[src/design/sac_pkg.sv]
package sac_pkg;

    // ---------------------------------------------------------------
    // Register map
    // ---------------------------------------------------------------
    localparam logic [7:0] STATUS_CONTROL_OFS = 8'h3c;
    localparam logic [7:0] RESULT_OFS         = 8'h3e;
    localparam logic [7:0] PRESCALE_OFS       = 8'h3f;

    // ---------------------------------------------------------------
    // Status/control fields
    // ---------------------------------------------------------------
    localparam int DONE_BIT    = 7;
    localparam int IRQ_EN_BIT  = 6;
    localparam int CONT_BIT    = 5;
    localparam int SEL_LSB     = 0;
    localparam int SEL_W       = 5;

    localparam logic [4:0] SEL_RESET     = 5'h1f;
    localparam logic [4:0] SEL_POWER_OFF = 5'h1f;
    localparam logic [4:0] SEL_HIGH_REF  = 5'h1d;
    localparam logic [4:0] SEL_LOW_REF   = 5'h1e;
    localparam int         PIN_INPUTS    = 4;

    // ---------------------------------------------------------------
    // Prescale fields and ratios
    // ---------------------------------------------------------------
    localparam int         RATIO_LSB   = 5;
    localparam int         RATIO_W     = 3;
    localparam logic [2:0] RATIO_RESET = 3'h0;
    localparam int         DIV_W       = 5;

    // ---------------------------------------------------------------
    // Conversion timing in converter clocks
    // ---------------------------------------------------------------
    localparam logic [3:0] CONV_TICKS_LAST = 4'hf;
    localparam logic [3:0] SAMPLE_LAST     = 4'h7;
    localparam logic [3:0] FIRST_TICK      = 4'h1;
    localparam logic [7:0] TRIAL_FIRST     = 8'h80;

    // ---------------------------------------------------------------
    // Sequencer states
    // ---------------------------------------------------------------
    typedef enum logic [1:0] {
        SAC_IDLE = 2'b00,
        SAC_ARM  = 2'b01,
        SAC_CONV = 2'b10
    } sac_state_t;

endpackage

[src/design/sac_clk_if.sv]
`timescale 1ns/1ns
// Converter clock request and tick between sequencer and prescaler
interface sac_clk_if;
    logic [2:0] ratio;
    logic       restart;
    logic       tick;

    modport ctrl (output ratio, output restart, input tick);
    modport div  (input ratio, input restart, output tick);
endinterface

[src/design/sac_top.sv]
`timescale 1ns/1ns
// Function
// - Interrupts off: done flag sets each conversion end, clears on result read or reset.
// - Interrupts on: done flag never sets and reads as zero.
// - Interrupts on: interrupt request raised at each conversion end.
// - Interrupt request drops on result read or status/control write.
// - Continuous mode converts repeatedly, updating the result each time.
// - Single mode performs exactly one conversion per start.
// - Reset clears enables and sets all channel select bits to one.
// - Select codes 0 to 3 route the four analog input pins.
// - Codes 11101 and 11110 route internal high and low references.
// - All-ones select code powers the converter off.
// - Unused or reserved codes give an undefined result.
// - Result is one read-only byte updated at each completion.
// - Three-bit prescale divides bus clock by 1, 2, 4, 8 or 16.
// - A conversion with sampling spans at most 16 converter clocks.
// - One conversion takes sixteen converter clocks after a start, fifteen when repeated in continuous mode.
// - Conversion begins on first converter clock after a control write.
// - Selected pin is forced to analog input, port writes ignored.
module sac_top #(
    parameter int ADDR_W = 8
) (
    input  wire logic              clk_i,
    input  wire logic              rst_i,
    input  wire logic [ADDR_W-1:0] addr_i,
    input  wire logic [7:0]        wr_data_i,
    input  wire logic              wr_i,
    input  wire logic              rd_i,
    input  wire logic              comp_i,
    output logic      [7:0]        rd_data_o,
    output logic                   irq_o,
    output logic      [3:0]        pin_analog_o,
    output logic                   high_ref_sel_o,
    output logic                   low_ref_sel_o,
    output logic                   power_o,
    output logic                   sample_o,
    output logic      [7:0]        dac_code_o
);

    // ---------------------------------------------------------------
    // Parameter check
    // ---------------------------------------------------------------
    generate
        if (ADDR_W < 6) begin : g_bad_addr
            $error("ADDR_W too small for the register map");
        end
    endgenerate

    // ---------------------------------------------------------------
    // Declarations
    // ---------------------------------------------------------------
    sac_clk_if clk_if ();

    logic                 irq_en_reg;
    logic                 cont_reg;
    logic [4:0]           input_select_reg;
    logic [2:0]           prescale_ratio_reg;
    logic                 done_flag_reg;
    logic                 irq_reg;
    logic [7:0]           result_reg;
    logic [7:0]           trial_reg;
    logic [3:0]           tick_cnt_reg;
    logic                 sample_reg;
    logic [7:0]           rd_data_reg;
    logic [3:0]           pin_analog_reg;
    logic                 high_ref_reg;
    logic                 low_ref_reg;
    logic                 power_reg;
    logic                 comp_meta_reg;
    logic                 comp_sync_reg;
    sac_pkg::sac_state_t  state_reg;
    logic                 sel_wr;
    logic                 sel_rd_result;
    logic                 sel_rd_sc;
    logic                 sel_rd_pre;
    logic                 sel_wr_pre;
    logic                 conv_done;
    logic                 powered;
    logic [7:0]           bit_mask;
    logic [7:0]           decided;
    logic [3:0]           pin_route_sel;

    // ---------------------------------------------------------------
    // Address decode helper
    // ---------------------------------------------------------------
    function automatic logic hit(input logic [ADDR_W-1:0] a, input logic [7:0] ofs);
        return a == ADDR_W'(ofs);
    endfunction

    // Channel code to one-hot pin route, zero for non-pin codes
    function automatic logic [3:0] pin_route(input logic [4:0] code);
        logic [3:0] v;
        v = 4'h0;
        if (code < 5'(sac_pkg::PIN_INPUTS)) begin
            v = 4'h1 << code[1:0];
        end
        return v;
    endfunction

    assign sel_wr        = wr_i && hit(addr_i, sac_pkg::STATUS_CONTROL_OFS);
    assign sel_wr_pre    = wr_i && hit(addr_i, sac_pkg::PRESCALE_OFS);
    assign sel_rd_result = rd_i && hit(addr_i, sac_pkg::RESULT_OFS);
    assign sel_rd_sc     = rd_i && hit(addr_i, sac_pkg::STATUS_CONTROL_OFS);
    assign sel_rd_pre    = rd_i && hit(addr_i, sac_pkg::PRESCALE_OFS);
    assign powered       = input_select_reg != sac_pkg::SEL_POWER_OFF;

    // ---------------------------------------------------------------
    // Prescaler
    // ---------------------------------------------------------------
    assign clk_if.ratio   = prescale_ratio_reg;
    assign clk_if.restart = sel_wr;

    sac_prescaler u_prescaler (
        .clk_i  (clk_i),
        .rst_i  (rst_i),
        .clk_if (clk_if)
    );

    // ---------------------------------------------------------------
    // Comparator synchroniser
    // ---------------------------------------------------------------
    // Two stages before the comparator result is used
    always_ff @(posedge clk_i or posedge rst_i) begin
        if (rst_i) begin
            comp_meta_reg <= 1'b0;
            comp_sync_reg <= 1'b0;
        end else begin
            comp_meta_reg <= comp_i;
            comp_sync_reg <= comp_meta_reg;
        end
    end

    // ---------------------------------------------------------------
    // Control registers
    // ---------------------------------------------------------------
    // Status/control write; done flag position is ignored
    always_ff @(posedge clk_i or posedge rst_i) begin
        if (rst_i) begin
            irq_en_reg       <= 1'b0;
            cont_reg         <= 1'b0;
            input_select_reg <= sac_pkg::SEL_RESET;
        end else if (sel_wr) begin
            irq_en_reg       <= wr_data_i[sac_pkg::IRQ_EN_BIT];
            cont_reg         <= wr_data_i[sac_pkg::CONT_BIT];
            input_select_reg <= wr_data_i[sac_pkg::SEL_LSB +: sac_pkg::SEL_W];
        end
    end

    // Prescale ratio register
    always_ff @(posedge clk_i or posedge rst_i) begin
        if (rst_i) begin
            prescale_ratio_reg <= sac_pkg::RATIO_RESET;
        end else if (sel_wr_pre) begin
            prescale_ratio_reg <= wr_data_i[sac_pkg::RATIO_LSB +: sac_pkg::RATIO_W];
        end
    end

    // ---------------------------------------------------------------
    // Conversion sequencer
    // ---------------------------------------------------------------
    // Bit under decision and the trial with it resolved
    always_comb begin
        bit_mask = sac_pkg::TRIAL_FIRST >> (tick_cnt_reg - sac_pkg::SAMPLE_LAST - sac_pkg::FIRST_TICK);
        decided  = comp_sync_reg ? trial_reg : (trial_reg & ~bit_mask);
    end

    assign conv_done = (state_reg == sac_pkg::SAC_CONV) && clk_if.tick
                       && (tick_cnt_reg == sac_pkg::CONV_TICKS_LAST);

    // State, tick count and sample window
    always_ff @(posedge clk_i or posedge rst_i) begin
        if (rst_i) begin
            state_reg    <= sac_pkg::SAC_IDLE;
            tick_cnt_reg <= 4'h0;
            sample_reg   <= 1'b0;
        end else if (sel_wr) begin
            // Any control write aborts; it rearms unless the select code is all ones
            tick_cnt_reg <= 4'h0;
            sample_reg   <= 1'b0;
            if (wr_data_i[sac_pkg::SEL_LSB +: sac_pkg::SEL_W] == sac_pkg::SEL_POWER_OFF) begin
                state_reg <= sac_pkg::SAC_IDLE;
            end else begin
                state_reg <= sac_pkg::SAC_ARM;
            end
        end else begin
            case (state_reg)
                sac_pkg::SAC_IDLE: begin
                    tick_cnt_reg <= 4'h0;
                    sample_reg   <= 1'b0;
                end
                sac_pkg::SAC_ARM: begin
                    if (clk_if.tick) begin
                        state_reg    <= sac_pkg::SAC_CONV;
                        tick_cnt_reg <= sac_pkg::FIRST_TICK;
                        sample_reg   <= 1'b1;
                    end
                end
                sac_pkg::SAC_CONV: begin
                    if (conv_done) begin
                        if (cont_reg) begin
                            tick_cnt_reg <= sac_pkg::FIRST_TICK;
                            sample_reg   <= 1'b1;
                        end else begin
                            state_reg    <= sac_pkg::SAC_IDLE;
                            tick_cnt_reg <= 4'h0;
                        end
                    end else if (clk_if.tick) begin
                        tick_cnt_reg <= tick_cnt_reg + 4'h1;
                        if (tick_cnt_reg == sac_pkg::SAMPLE_LAST) begin
                            sample_reg <= 1'b0;
                        end
                    end
                end
                default: begin
                    state_reg <= sac_pkg::SAC_IDLE;
                end
            endcase
        end
    end

    // Successive approximation trial value
    always_ff @(posedge clk_i or posedge rst_i) begin
        if (rst_i) begin
            trial_reg <= 8'h00;
        end else if (state_reg == sac_pkg::SAC_CONV && clk_if.tick && !sel_wr) begin
            if (tick_cnt_reg == sac_pkg::SAMPLE_LAST) begin
                trial_reg <= sac_pkg::TRIAL_FIRST;
            end else if (tick_cnt_reg > sac_pkg::SAMPLE_LAST && !conv_done) begin
                trial_reg <= decided | (bit_mask >> 1);
            end
        end
    end

    // Result byte, undefined codes simply convert what the mux gives
    always_ff @(posedge clk_i) begin
        if (conv_done && !sel_wr) begin
            result_reg <= decided;
        end
    end

    // ---------------------------------------------------------------
    // Completion flag and interrupt
    // ---------------------------------------------------------------
    // Flag only in polled mode; completion wins over a result read
    always_ff @(posedge clk_i or posedge rst_i) begin
        if (rst_i) begin
            done_flag_reg <= 1'b0;
        end else if (conv_done && !sel_wr && !irq_en_reg) begin
            done_flag_reg <= 1'b1;
        end else if (sel_rd_result) begin
            done_flag_reg <= 1'b0;
        end
    end

    // Interrupt request; completion wins over a result read, a control write wins over completion
    always_ff @(posedge clk_i or posedge rst_i) begin
        if (rst_i) begin
            irq_reg <= 1'b0;
        end else if (conv_done && !sel_wr && irq_en_reg) begin
            irq_reg <= 1'b1;
        end else if (sel_rd_result || sel_wr) begin
            irq_reg <= 1'b0;
        end
    end

    // ---------------------------------------------------------------
    // Read port
    // ---------------------------------------------------------------
    // Read data one cycle after the strobe, zero otherwise
    always_ff @(posedge clk_i or posedge rst_i) begin
        if (rst_i) begin
            rd_data_reg <= 8'h00;
        end else if (sel_rd_sc) begin
            rd_data_reg <= {done_flag_reg & ~irq_en_reg,
                            irq_en_reg, cont_reg, input_select_reg};
        end else if (sel_rd_result) begin
            rd_data_reg <= result_reg;
        end else if (sel_rd_pre) begin
            rd_data_reg <= {prescale_ratio_reg, 5'h00};
        end else begin
            rd_data_reg <= 8'h00;
        end
    end

    // ---------------------------------------------------------------
    // Analog routing
    // ---------------------------------------------------------------
    // Per-pin analog override of the port logic
    assign pin_route_sel = pin_route(input_select_reg);
    generate
        for (genvar i = 0; i < sac_pkg::PIN_INPUTS; i++) begin : g_pin
            always_ff @(posedge clk_i or posedge rst_i) begin
                if (rst_i) begin
                    pin_analog_reg[i] <= 1'b0;
                end else begin
                    pin_analog_reg[i] <= pin_route_sel[i];
                end
            end
        end
    endgenerate

    // Reference routing and converter power
    always_ff @(posedge clk_i or posedge rst_i) begin
        if (rst_i) begin
            high_ref_reg <= 1'b0;
            low_ref_reg  <= 1'b0;
            power_reg    <= 1'b0;
        end else begin
            high_ref_reg <= input_select_reg == sac_pkg::SEL_HIGH_REF;
            low_ref_reg  <= input_select_reg == sac_pkg::SEL_LOW_REF;
            power_reg    <= powered;
        end
    end

    // ---------------------------------------------------------------
    // Outputs
    // ---------------------------------------------------------------
    assign rd_data_o      = rd_data_reg;
    assign irq_o          = irq_reg;
    assign pin_analog_o   = pin_analog_reg;
    assign high_ref_sel_o = high_ref_reg;
    assign low_ref_sel_o  = low_ref_reg;
    assign power_o        = power_reg;
    assign sample_o       = sample_reg;
    assign dac_code_o     = trial_reg;

endmodule

[src/design/sac_prescaler.sv]
`timescale 1ns/1ns
module sac_prescaler (
    input  wire logic clk_i,
    input  wire logic rst_i,
    sac_clk_if.div    clk_if
);

    logic [sac_pkg::DIV_W-1:0] count_reg;
    logic [sac_pkg::DIV_W-1:0] last_count;
    logic                      tick_now;

    // ---------------------------------------------------------------
    // Ratio decode
    // ---------------------------------------------------------------
    function automatic logic [sac_pkg::DIV_W-1:0] last_of(input logic [2:0] r);
        logic [sac_pkg::DIV_W-1:0] v;
        v = 5'h00;
        case (r)
            3'h0: v = 5'h00;                   // Divide by 1
            3'h1: v = 5'h01;                   // Divide by 2
            3'h2: v = 5'h03;                   // Divide by 4
            3'h3: v = 5'h07;                   // Divide by 8
            default: v = 5'h0f;                // Top bit set: by 16
        endcase
        return v;
    endfunction

    assign last_count = last_of(clk_if.ratio);

    // Tick in the bus cycle that closes a converter period, no extra lag
    assign tick_now = count_reg >= last_count;

    // Bus clock divider, phase restarted on control writes
    always_ff @(posedge clk_i or posedge rst_i) begin
        if (rst_i) begin
            count_reg <= 5'h00;
        end else if (clk_if.restart) begin
            count_reg <= 5'h00;
        end else if (tick_now) begin
            count_reg <= 5'h00;
        end else begin
            count_reg <= count_reg + 5'h01;
        end
    end

    assign clk_if.tick = tick_now;

endmodule

[config.mk]
export PLATFORM = sky130hd
export DESIGN_NAME = sac_top
export DESIGN_NICKNAME = d
export VERILOG_FILES = /design/src/design/sac_pkg.sv /design/src/design/sac_clk_if.sv /design/src/design/sac_top.sv /design/src/design/sac_prescaler.sv
export SDC_FILE = /design/constraint.sdc
export NUM_CORES = 1
export LEC_CHECK = 0
export BUFFER_PORTS_ARGS = -buffer_cell sky130_fd_sc_hd__buf_2
export CAP_MARGIN = 0
export CORE_UTILIZATION = 63
export CTS_BUF_LIST = sky130_fd_sc_hd__clkbuf_2 sky130_fd_sc_hd__clkbuf_4 sky130_fd_sc_hd__clkbuf_8
export CTS_CLUSTER_DIAMETER = 60
export DETAILED_ROUTE_END_ITERATION = 12
export GPL_TIMING_DRIVEN = 0
export PLACE_DENSITY_LB_ADDON = 0.08
export SLEW_MARGIN = 20
export SYNTH_ARGS = -nofsm -noshare
export SYNTH_HDL_FRONTEND = slang
export SYNTH_SLANG_ARGS = --single-unit
[constraint.sdc]
create_clock -name clk_i -period 6.25 [get_ports clk_i]
set_input_delay 1.875 -clock clk_i [delete_from_list [all_inputs] [get_ports clk_i]]
set_output_delay 1.875 -clock clk_i [all_outputs]
set_load 0.01 [all_outputs]
==> results of run 1 <==
layout by cell type (no fill, tap or decap), types with 2 or more instances in the layout:
cell type and count:
clkinv_2 2, ha_1 14, nor3_1 5, o21ai_0 8, dfrtp_1 44, inv_1 14, nor4_1 2, mux2_2 15
nand2b_1 5, or3_1 4, dfstp_2 5, edfxtp_1 8, nand4_1 3, a21oi_1 9, clkbuf_1 4, nor3_2 2
nand4b_1 2, clkbuf_8 10, nor2_1 38, xor2_1 2, buf_2 47, o21a_1 2, nand3_1 7, a31oi_1 10
clkinvlp_4 2, a21boi_0 4, nor2b_1 4, xnor2_1 2, a22oi_1 2, mux2i_1 9, nand2_1 10
metal layers:
| metal | routed length, um | track usage, % |
|---|---|---|
| met4 | 183 | 15.3 |
| met3 | 338 | 5.92 |
| met5 | 0 | 0 |
| met2 | 2820 | 44.7 |
| met1 | 2500 | 33.0 |
power groups by stage:
stage	combinational, mW	clock (mW)	sequential [mW]
finish	0.261	0.348	0.440
detailed placement	0.254	0	0.447
global placement	0.244	0	0.444
CTS	0.258	0.354	0.440
floorplan	0.200	0	0.438
global route	0.288	0.368	0.444
cell families after synthesis:
logic type | count (synthesis) | synth area share, %
adders and majority gates | 14 | 6.20
AOI/OAI and AO/OA | 45 | 10.7
DFF | 57 | 52.1
and+or+nand+nor | 93 | 17.4
muxes | 24 | 9.17
xor gates and xnor gates | 4 | 1.24
buffers and inverters | 23 | 3.19
Yosys cell counts (all sizes together):
cell and count:
a21o 1, a21oi 10, nor3b 1, nand2 10
o31ai 1, and4 1, or2 2, a21boi 4
nand3 7, o21a 2, and2 1, edfxtp 8
or3 4, a211o 1, or4 2, nand4 4
nor4 2, inv 15, a22oi 2, xnor2 2
o31a 1, or2b 1, o41ai 1, mux2 15
mux2i 9, o21ai 9, xor2 2, nand2b 5
nor2b 4, buf 4, nor3 7, and3 1
a211oi 1, nor2 38, nand4bb 1, a31oi 10
clkbuf 4, dfrtp 44, ha 14, o311a 1
nand4b 2, o41a 1, dfstp 5
final timing paths:
kind	start	end	slack, ns	depth (start not counted)
max	addr_i[0]	result_reg[5]$_DFFE_PP_	2.74	5
min	comp_meta_reg$_DFF_PP0_	comp_sync_reg$_DFF_PP0_	0.36	0
max reg2reg	clk_if.ratio[1]$_DFFE_PP0P_	result_reg[5]$_DFFE_PP_	3.70	7
min reg2reg	comp_meta_reg$_DFF_PP0_	comp_sync_reg$_DFF_PP0_	0.36	0
max in group asynchronous	rst_i	input_select_reg[0]$_DFFE_PP1P_	4.16	3
min in group asynchronous	rst_i	rd_data_o[7]$_DFF_PP0_	1.52	2
worst max-delay path, cell delays in order:
cell	delay (ns)
buf_2	0.11
clkbuf_1	0.18
nor4_1	0.82
buf_2	0.38
nor2_1	0.20
final cells by class:
cell class	instances	area, sq um
Buffer	8	33.8
Clock buffer	11	145
Clock inverter	5	55.1
Fill cell	259	816
Inverter	15	56.3
Multi-Input combinational cell	180	1260
Sequential cell	57	1470
Tap cell	50	62.6
Timing Repair Buffer	45	240
through the flow:
stage / cells / hold WS, ns / power, mW / setup WS, ns
global route: 371 / 0.363 / 1.10 / 2.68
CTS: 371 / 0.360 / 1.05 / 2.78
floorplan: 260 / 0.331 / 0.638 / 2.90
detailed placement: 355 / 0.346 / 0.701 / 2.42
finish: 371 / 0.356 / 1.05 / 2.74
global placement: 354 / 0.337 / 0.688 / 2.52
==> impl_metrics.ini, run 1 <==
[power_and_ir_drop]
power_frac_seq_pct = 42.0
clkPwrFrac_pct = 33.2
swShare_pct = 32.2
p_int_mw = 0.711
combinationalPowerShare_pct = 24.9
pwr_density_cell_nw_per_um2 = 315
switchingPower_mw = 0.338
peakVddDrop_mv = 0.237
power.static_leakage_nw = 1.60

[clock_network]
ctsLongestPathBuffers = 2
tritoncts = done
ctsResizeCount = 0
cts_inserted_buffers = 9
ctsHoldBuffers = 0
path_clk_slew_ns = 0.06
clock-sinks = 57
cts.htree.levels = 3
clock_latency_ns = 0.34
cts_root_buf = clkbuf_8
cts_setup_buffers = 0

[sta]
worstMarginPinSlew_ns = 0.898
finalSetupTns_ns = 0
setup_violations = 0
rsz0062_at_grt = false
maxSlewViolCount = 0
fmax_ghz = 0.285
hold_viol_final = 0
period_needed_ns = 3.51
fin_skew_ns = 0.00619
slew_headroom_pct = 39.6
fin_crit_sh_pct = 56.1

[drt]
drtAntennaViolNets = 0
drc_errors = 0
wl_per_cell_um = 15.7
wirelength_um = 5840
first_pass_iters = 6
viasPerCell = 5.84
first_iter_violations = 243
vias = 2167

[critical_path]
end_kind = flip-flop
startpoint_type = input pin
arrival_ns = 3.57
worst-setup-path-type = in -> reg
crit_required_ns = 6.31
critPathMaxFanout = 10

[synth]
ys_ff_latch = 57
synth_top_area_share_pct = 39.0
ys_seq_area_share_pct = 52.1
synth_area_leaders = dfrtp_1 39%, edfxtp_1 8.5%, ha_1 6.2%, mux2_2 6.0%, nor2_1 5.0%
avgSynthCellArea_sq_um = 10.9
synth_top_area_cell = dfrtp_1
synth_nets = 295
synth_cells = 260
synth_cell_types = 50
synth_warnings = 0
syn_area_sq_um = 2830

[floorplan]
fp.dieH_um = 69.0
io_pins = 46
rows = 23
dieArea_sq_um = 4760
core_sq_um = 4140
dieWidth_um = 69.0
initial_core_util_pct = 68.2

[placement]
gp_congestion = 0.913
placed_cell_area_sq_um = 3130
portBuffers = 44
dp.final_hpwl_um = 4140

[layout]
nets = 351
fin_area_sq_um = 3330
layout-drive-gt1-share_pct = 29.3
n_antenna_cell = 0
syn_to_final_growth_pct = 17.8
final_util_pct = 80.3

[outcome]
outcome = finished clean

[global_route]
overflow = 0
grt_pass1_wl_um = 8980
antenna_found_initial = 0
grt.total_usage_pct = 27.2
grt_max_degree = 34
grt_pass1_vias = 1995

[run]
drv_cap = 0

[worst_hold_path]
min_path_type = reg -> reg
(Power assumes the default switching activity.)
==> run 2, diff against run 1 <==
- CORE_UTILIZATION: 63 -> 53
- clock period: 6.25 -> 3.06 ns (I/O delays scaled with it)
==> run 2 against run 1 <==
  * Hold slack got worse by 0.00057 ns
  * Register-to-register slack lost 3.2 ns
  * Largest power group unchanged
  * Combinational power rose by 98%
  * First-iteration DRC count down 55%
  * Cell count grew 5.4%
  * Critical path type is now reg -> reg
  * Sequential cell count is the same
==> impl_metrics.ini, run 2 (synthesis results as in run 1) <==
[power_and_ir_drop]
pwr_density_cell_nw_per_um2 = 644
peakVddDrop_mv = 0.315
power_frac_seq_pct = 41.3
power_mw = 2.17
p_int_mw = 1.52
clkPwrFrac_pct = 34.9
switchingPower_mw = 0.651
power.static_leakage_nw = 1.62
combinationalPowerShare_pct = 23.9
swShare_pct = 30.0

[sta]
hold_viol_final = 0
fin_skew_ns = 0.00346
maxSlewViolCount = 0
period_needed_ns = 2.53
fin_crit_sh_pct = 82.6
finalSetupTns_ns = 0
fmax_ghz = 0.396
rsz0062_at_grt = false
setup_violations = 0
slew_headroom_pct = 45.9
worstMarginPinSlew_ns = 0.804

[drt]
first_pass_iters = 4
first_iter_violations = 109
wirelength_um = 5470
wl_per_cell_um = 14.0
drc_errors = 0
drtAntennaViolNets = 0
viasPerCell = 5.35
vias = 2092

[global_route]
met2_usage_pct = 36.6
grt_pass1_vias = 1975
grt_max_degree = 34
grt_pass1_wl_um = 8710
busiest_layer = met2
grt.met3_usage_pct = 9.10
overflow = 0
antenna_found_initial = 0
grt.total_usage_pct = 21.7
use_met1_pct = 25.3

[clock_network]
tritoncts = done
ctsHoldBuffers = 0
ctsResizeCount = 0
cts_inserted_buffers = 9
ctsLongestPathBuffers = 2
clock_latency_ns = 0.33
cts.htree.levels = 3
cts_root_buf = clkbuf_8
cts_setup_buffers = 0
path_clk_slew_ns = 0.06
clock-sinks = 57

[layout]
syn_to_final_growth_pct = 19.4
n_antenna_cell = 0
fin_area_sq_um = 3370
nets = 351
stdcell_count = 391
final_common_cell = buf_2
layout_common_cells = 47 x buf_2, 44 x dfrtp_1, 38 x nor2_1, 15 x mux2_2
layout-drive-gt1-share_pct = 29.0

[run]
drv_cap = 0

[critical_path]
crit_required_ns = 3.02
crit_chain = or3_1 > ha_1 > or2b_2 > a21oi_4 > nor3_2 > nand2_1 > nor2_1
end_kind = flip-flop
arrival_ns = 2.49
critical_path.top_delay_family = simple AND/OR/NAND/NOR gates
cp_slowest_cell = nor2_1
worst-setup-path-type = reg -> reg
critPathMaxStageDelay_ns = 0.47
startpoint_type = flip-flop
critical_path_buf_inv_count = 0
critPathMaxFanout = 8

[floorplan]
core_sq_um = 5110
dieArea_sq_um = 5630
io_pins = 46
fp.dieH_um = 75.0
rows = 26
initial_core_util_pct = 55.3
dieWidth_um = 75.0

[placement]
post-place-cells = 375
placed_cell_area_sq_um = 3150
gp_congestion = 0.939
dp.final_hpwl_um = 4030
portBuffers = 44

[worst_hold_path]
min_path_type = reg -> reg

[outcome]
outcome = finished clean
[run 2: power groups by stage]
stage / Sequential [mW] / Combinational [mW] / Clock (mW)
detailed placement: 0.908 / 0.520 / 0
global placement: 0.908 / 0.499 / 0
finish: 0.896 / 0.518 / 0.757
CTS: 0.896 / 0.520 / 0.781
floorplan: 0.895 / 0.405 / 0
global route: 0.905 / 0.587 / 0.813
[run 2: worst paths after layout]
check / start / end / slack [ns] / cells after the start
setup / recovery: clk_if.ratio[1]$_DFFE_PP0P_ / result_reg[4]$_DFFE_PP_ / 0.53 / 7
hold / removal: comp_meta_reg$_DFF_PP0_ / comp_sync_reg$_DFF_PP0_ / 0.36 / 0
min in group asynchronous: rst_i / rd_data_o[7]$_DFF_PP0_ / 0.57 / 2
hold reg to reg: comp_meta_reg$_DFF_PP0_ / comp_sync_reg$_DFF_PP0_ / 0.36 / 0
max in group asynchronous: rst_i / input_select_reg[3]$_DFFE_PP1P_ / 1.92 / 3
setup reg to reg: clk_if.ratio[1]$_DFFE_PP0P_ / result_reg[4]$_DFFE_PP_ / 0.53 / 7
[run 2: layer usage]
layer  vias up  wire, um
li1       1037         -
met1       987      2460
met4         0        21
met3         2       311
met5         -         0
met2        66      2680
[run 2: final cells by class]
class / count / area [sq um]
Inverter: 15 / 56.3
Timing Repair Buffer: 45 / 240
Multi-Input combinational cell: 180 / 1260
Clock inverter: 6 / 81.3
Tap cell: 70 / 87.6
Buffer: 8 / 33.8
Sequential cell: 57 / 1470
Fill cell: 425 / 1740
Clock buffer: 10 / 138
[run 2: metrics by stage]
step	worst slack [ns]	utilization [%]	hold WS, ns
floorplan	0.671	-	0.331
global placement	0.207	61.3	0.335
detailed placement	0.197	61.7	0.340
CTS	0.516	66.0	0.360
global route	0.359	66.0	0.364
finish	0.532	66.0	0.356
==> run 3, diff against run 2 <==
- CORE_UTILIZATION: 53 -> 58
- clock period: 3.06 -> 2.5 ns (I/O delays scaled with it)
==> run 3 against run 2 <==
  * Global-route usage grew 2.4 points
  * Count of clock-buffer cells in the layout grew 1
  * Combinational power grew 31%
  * Critical endpoint is now state_reg[1]$_DFFE_PP0P_
==> impl_metrics.ini, run 3 (synthesis results as in run 1) <==
[outcome]
outcome = finished clean

[drt]
wirelength_um = 5600
vias = 2084
first_pass_iters = 6
drtAntennaViolNets = 0
drc_errors = 0
first_iter_violations = 110
wl_per_cell_um = 14.9
viasPerCell = 5.54

[sta]
fmax_ghz = 0.415
worstMarginPinSlew_ns = 0.610
finalSetupTns_ns = 0
slew_headroom_pct = 59.3
fin_skew_ns = 0.00876
holdWs_ns = 0.355
fin_crit_sh_pct = 96.5
hold_viol_final = 0
setup_violations = 0
maxSlewViolCount = 0
period_needed_ns = 2.41

[global_route]
grt.total_usage_pct = 24.1
antenna_found_initial = 0
grt.met3_usage_pct = 5.77
grt_max_degree = 28
use_met1_pct = 31.0
overflow = 0
met2_usage_pct = 39.0
grt_pass1_vias = 2044
busiest_layer = met2
grt_pass1_wl_um = 9350

[critical_path]
crit_chain = or3_1 > ha_1 > or2b_2 > a21oi_4 > buf_4 > o21ai_0 > a21o_2 > o21a_1
critical_path.top_delay_family = simple AND/OR/NAND/NOR gates
critical_path_buf_inv_count = 1
worst-setup-path-type = reg -> reg
critPathMaxStageDelay_ns = 0.43
critPathMaxFanout = 6
arrival_ns = 2.64
crit_required_ns = 2.72
cp_slowest_cell = dfrtp_1
startpoint_type = flip-flop
end_kind = flip-flop

[clock_network]
ctsLongestPathBuffers = 2
cts.htree.levels = 3
ctsHoldBuffers = 0
tritoncts = done
path_clk_slew_ns = 0.07
cts_root_buf = clkbuf_8
cts_inserted_buffers = 9
clock-sinks = 57
clock_latency_ns = 0.34

[power_and_ir_drop]
pwr_density_cell_nw_per_um2 = 806
power_mw = 2.74
peakVddDrop_mv = 0.600
power.static_leakage_nw = 1.64

[floorplan]
core_sq_um = 4690
io_pins = 46
initial_core_util_pct = 60.2
dieArea_sq_um = 5150
rows = 25
fp.dieH_um = 71.8
dieWidth_um = 71.8

[worst_hold_path]
min_path_type = reg -> reg

[layout]
fillers = 347
layout-drive-gt1-share_pct = 31.1
nets = 352
final_common_cell = buf_2
n_antenna_cell = 0
syn_to_final_growth_pct = 20.3
seqCellArea_sq_um = 1470
multi_input_area_sq_um = 1290
layout_common_cells = 47 x buf_2, 44 x dfrtp_1, 36 x nor2_1, 15 x mux2_2
stdcell_count = 376

[placement]
portBuffers = 44
gp_congestion = 0.952
post-place-cells = 359
dp.final_hpwl_um = 4100

[run]
drv_cap = 0
==> run 3: final cells by class <==
| cell class | count | share of cell area, % |
|---|---|---|
| well taps | 54 | 1.99 |
| clock inverters | 5 | 2.32 |
| repair buffers | 46 | 7.51 |
| clock buffers | 11 | 4.27 |
| plain buffers | 8 | 0.994 |
| multi-input cells | 180 | 37.9 |
| inverters | 15 | 1.66 |
| flip-flops and latches | 57 | 43.3 |
==> run 3: per-stage QoR <==
stage	setup slack, ns	instance area, sq um	util, %
floorplan	0.210	2830	-
global placement	-0.142	3110	66.3
detailed placement	-0.183	3140	66.9
CTS	0.0293	3370	71.8
global route	-0.00386	3400	72.5
finish	0.0876	3400	72.5
==> run 3: routing by layer <==
metal  part of all wire (%)  routed length [um]
met3                    4.7                 264
met1                     46                2580
met4                    2.0                 110
met5                      0                   0
met2                     47                2640
==> run 3: power breakdown <==
part	switching (mW)	total, mW	internal (mW)
Combinational	0.394	0.679	0.285
Sequential	0.0817	1.10	1.02
Clock	0.365	0.963	0.597
==> run 3: timing repair <==
| item | in CTS | in global routing |
|---|---|---|
| buffers inserted | 0 | 1 |
| gates cloned | 0 | 0 |
| pin swaps | 0 | 2 |
| endpoints found under the setup margin | 8 | 16 |
| endpoints found under the hold margin | 0 | 0 |
| gates resized for setup | 1 | 5 |
==> run 3: worst register-to-register path: cells and delay by family (launching register included) <==
family	cells	cell delay (ns)
and+or+nand+nor	2	0.72
AOI/OAI and AO/OA	4	0.70
DFF	1	0.43
adders and majority gates	1	0.28
buffers and inverters	1	0.16
==> run 3: final timing paths <==
check                                             from                         endpoint  slack, ns  cells past startpoint
max                        clk_if.ratio[1]$_DFFE_PP0P_         state_reg[1]$_DFFE_PP0P_       0.09                      8
min                            comp_meta_reg$_DFF_PP0_          comp_sync_reg$_DFF_PP0_       0.35                      0
max reg2reg                clk_if.ratio[1]$_DFFE_PP0P_         state_reg[1]$_DFFE_PP0P_       0.09                      8
min reg2reg                    comp_meta_reg$_DFF_PP0_          comp_sync_reg$_DFF_PP0_       0.35                      0
max in group asynchronous                        rst_i  input_select_reg[4]$_DFFE_PP1P_       1.42                      3
min in group asynchronous                        rst_i      clk_if.ratio[1]$_DFFE_PP0P_       0.48                      2
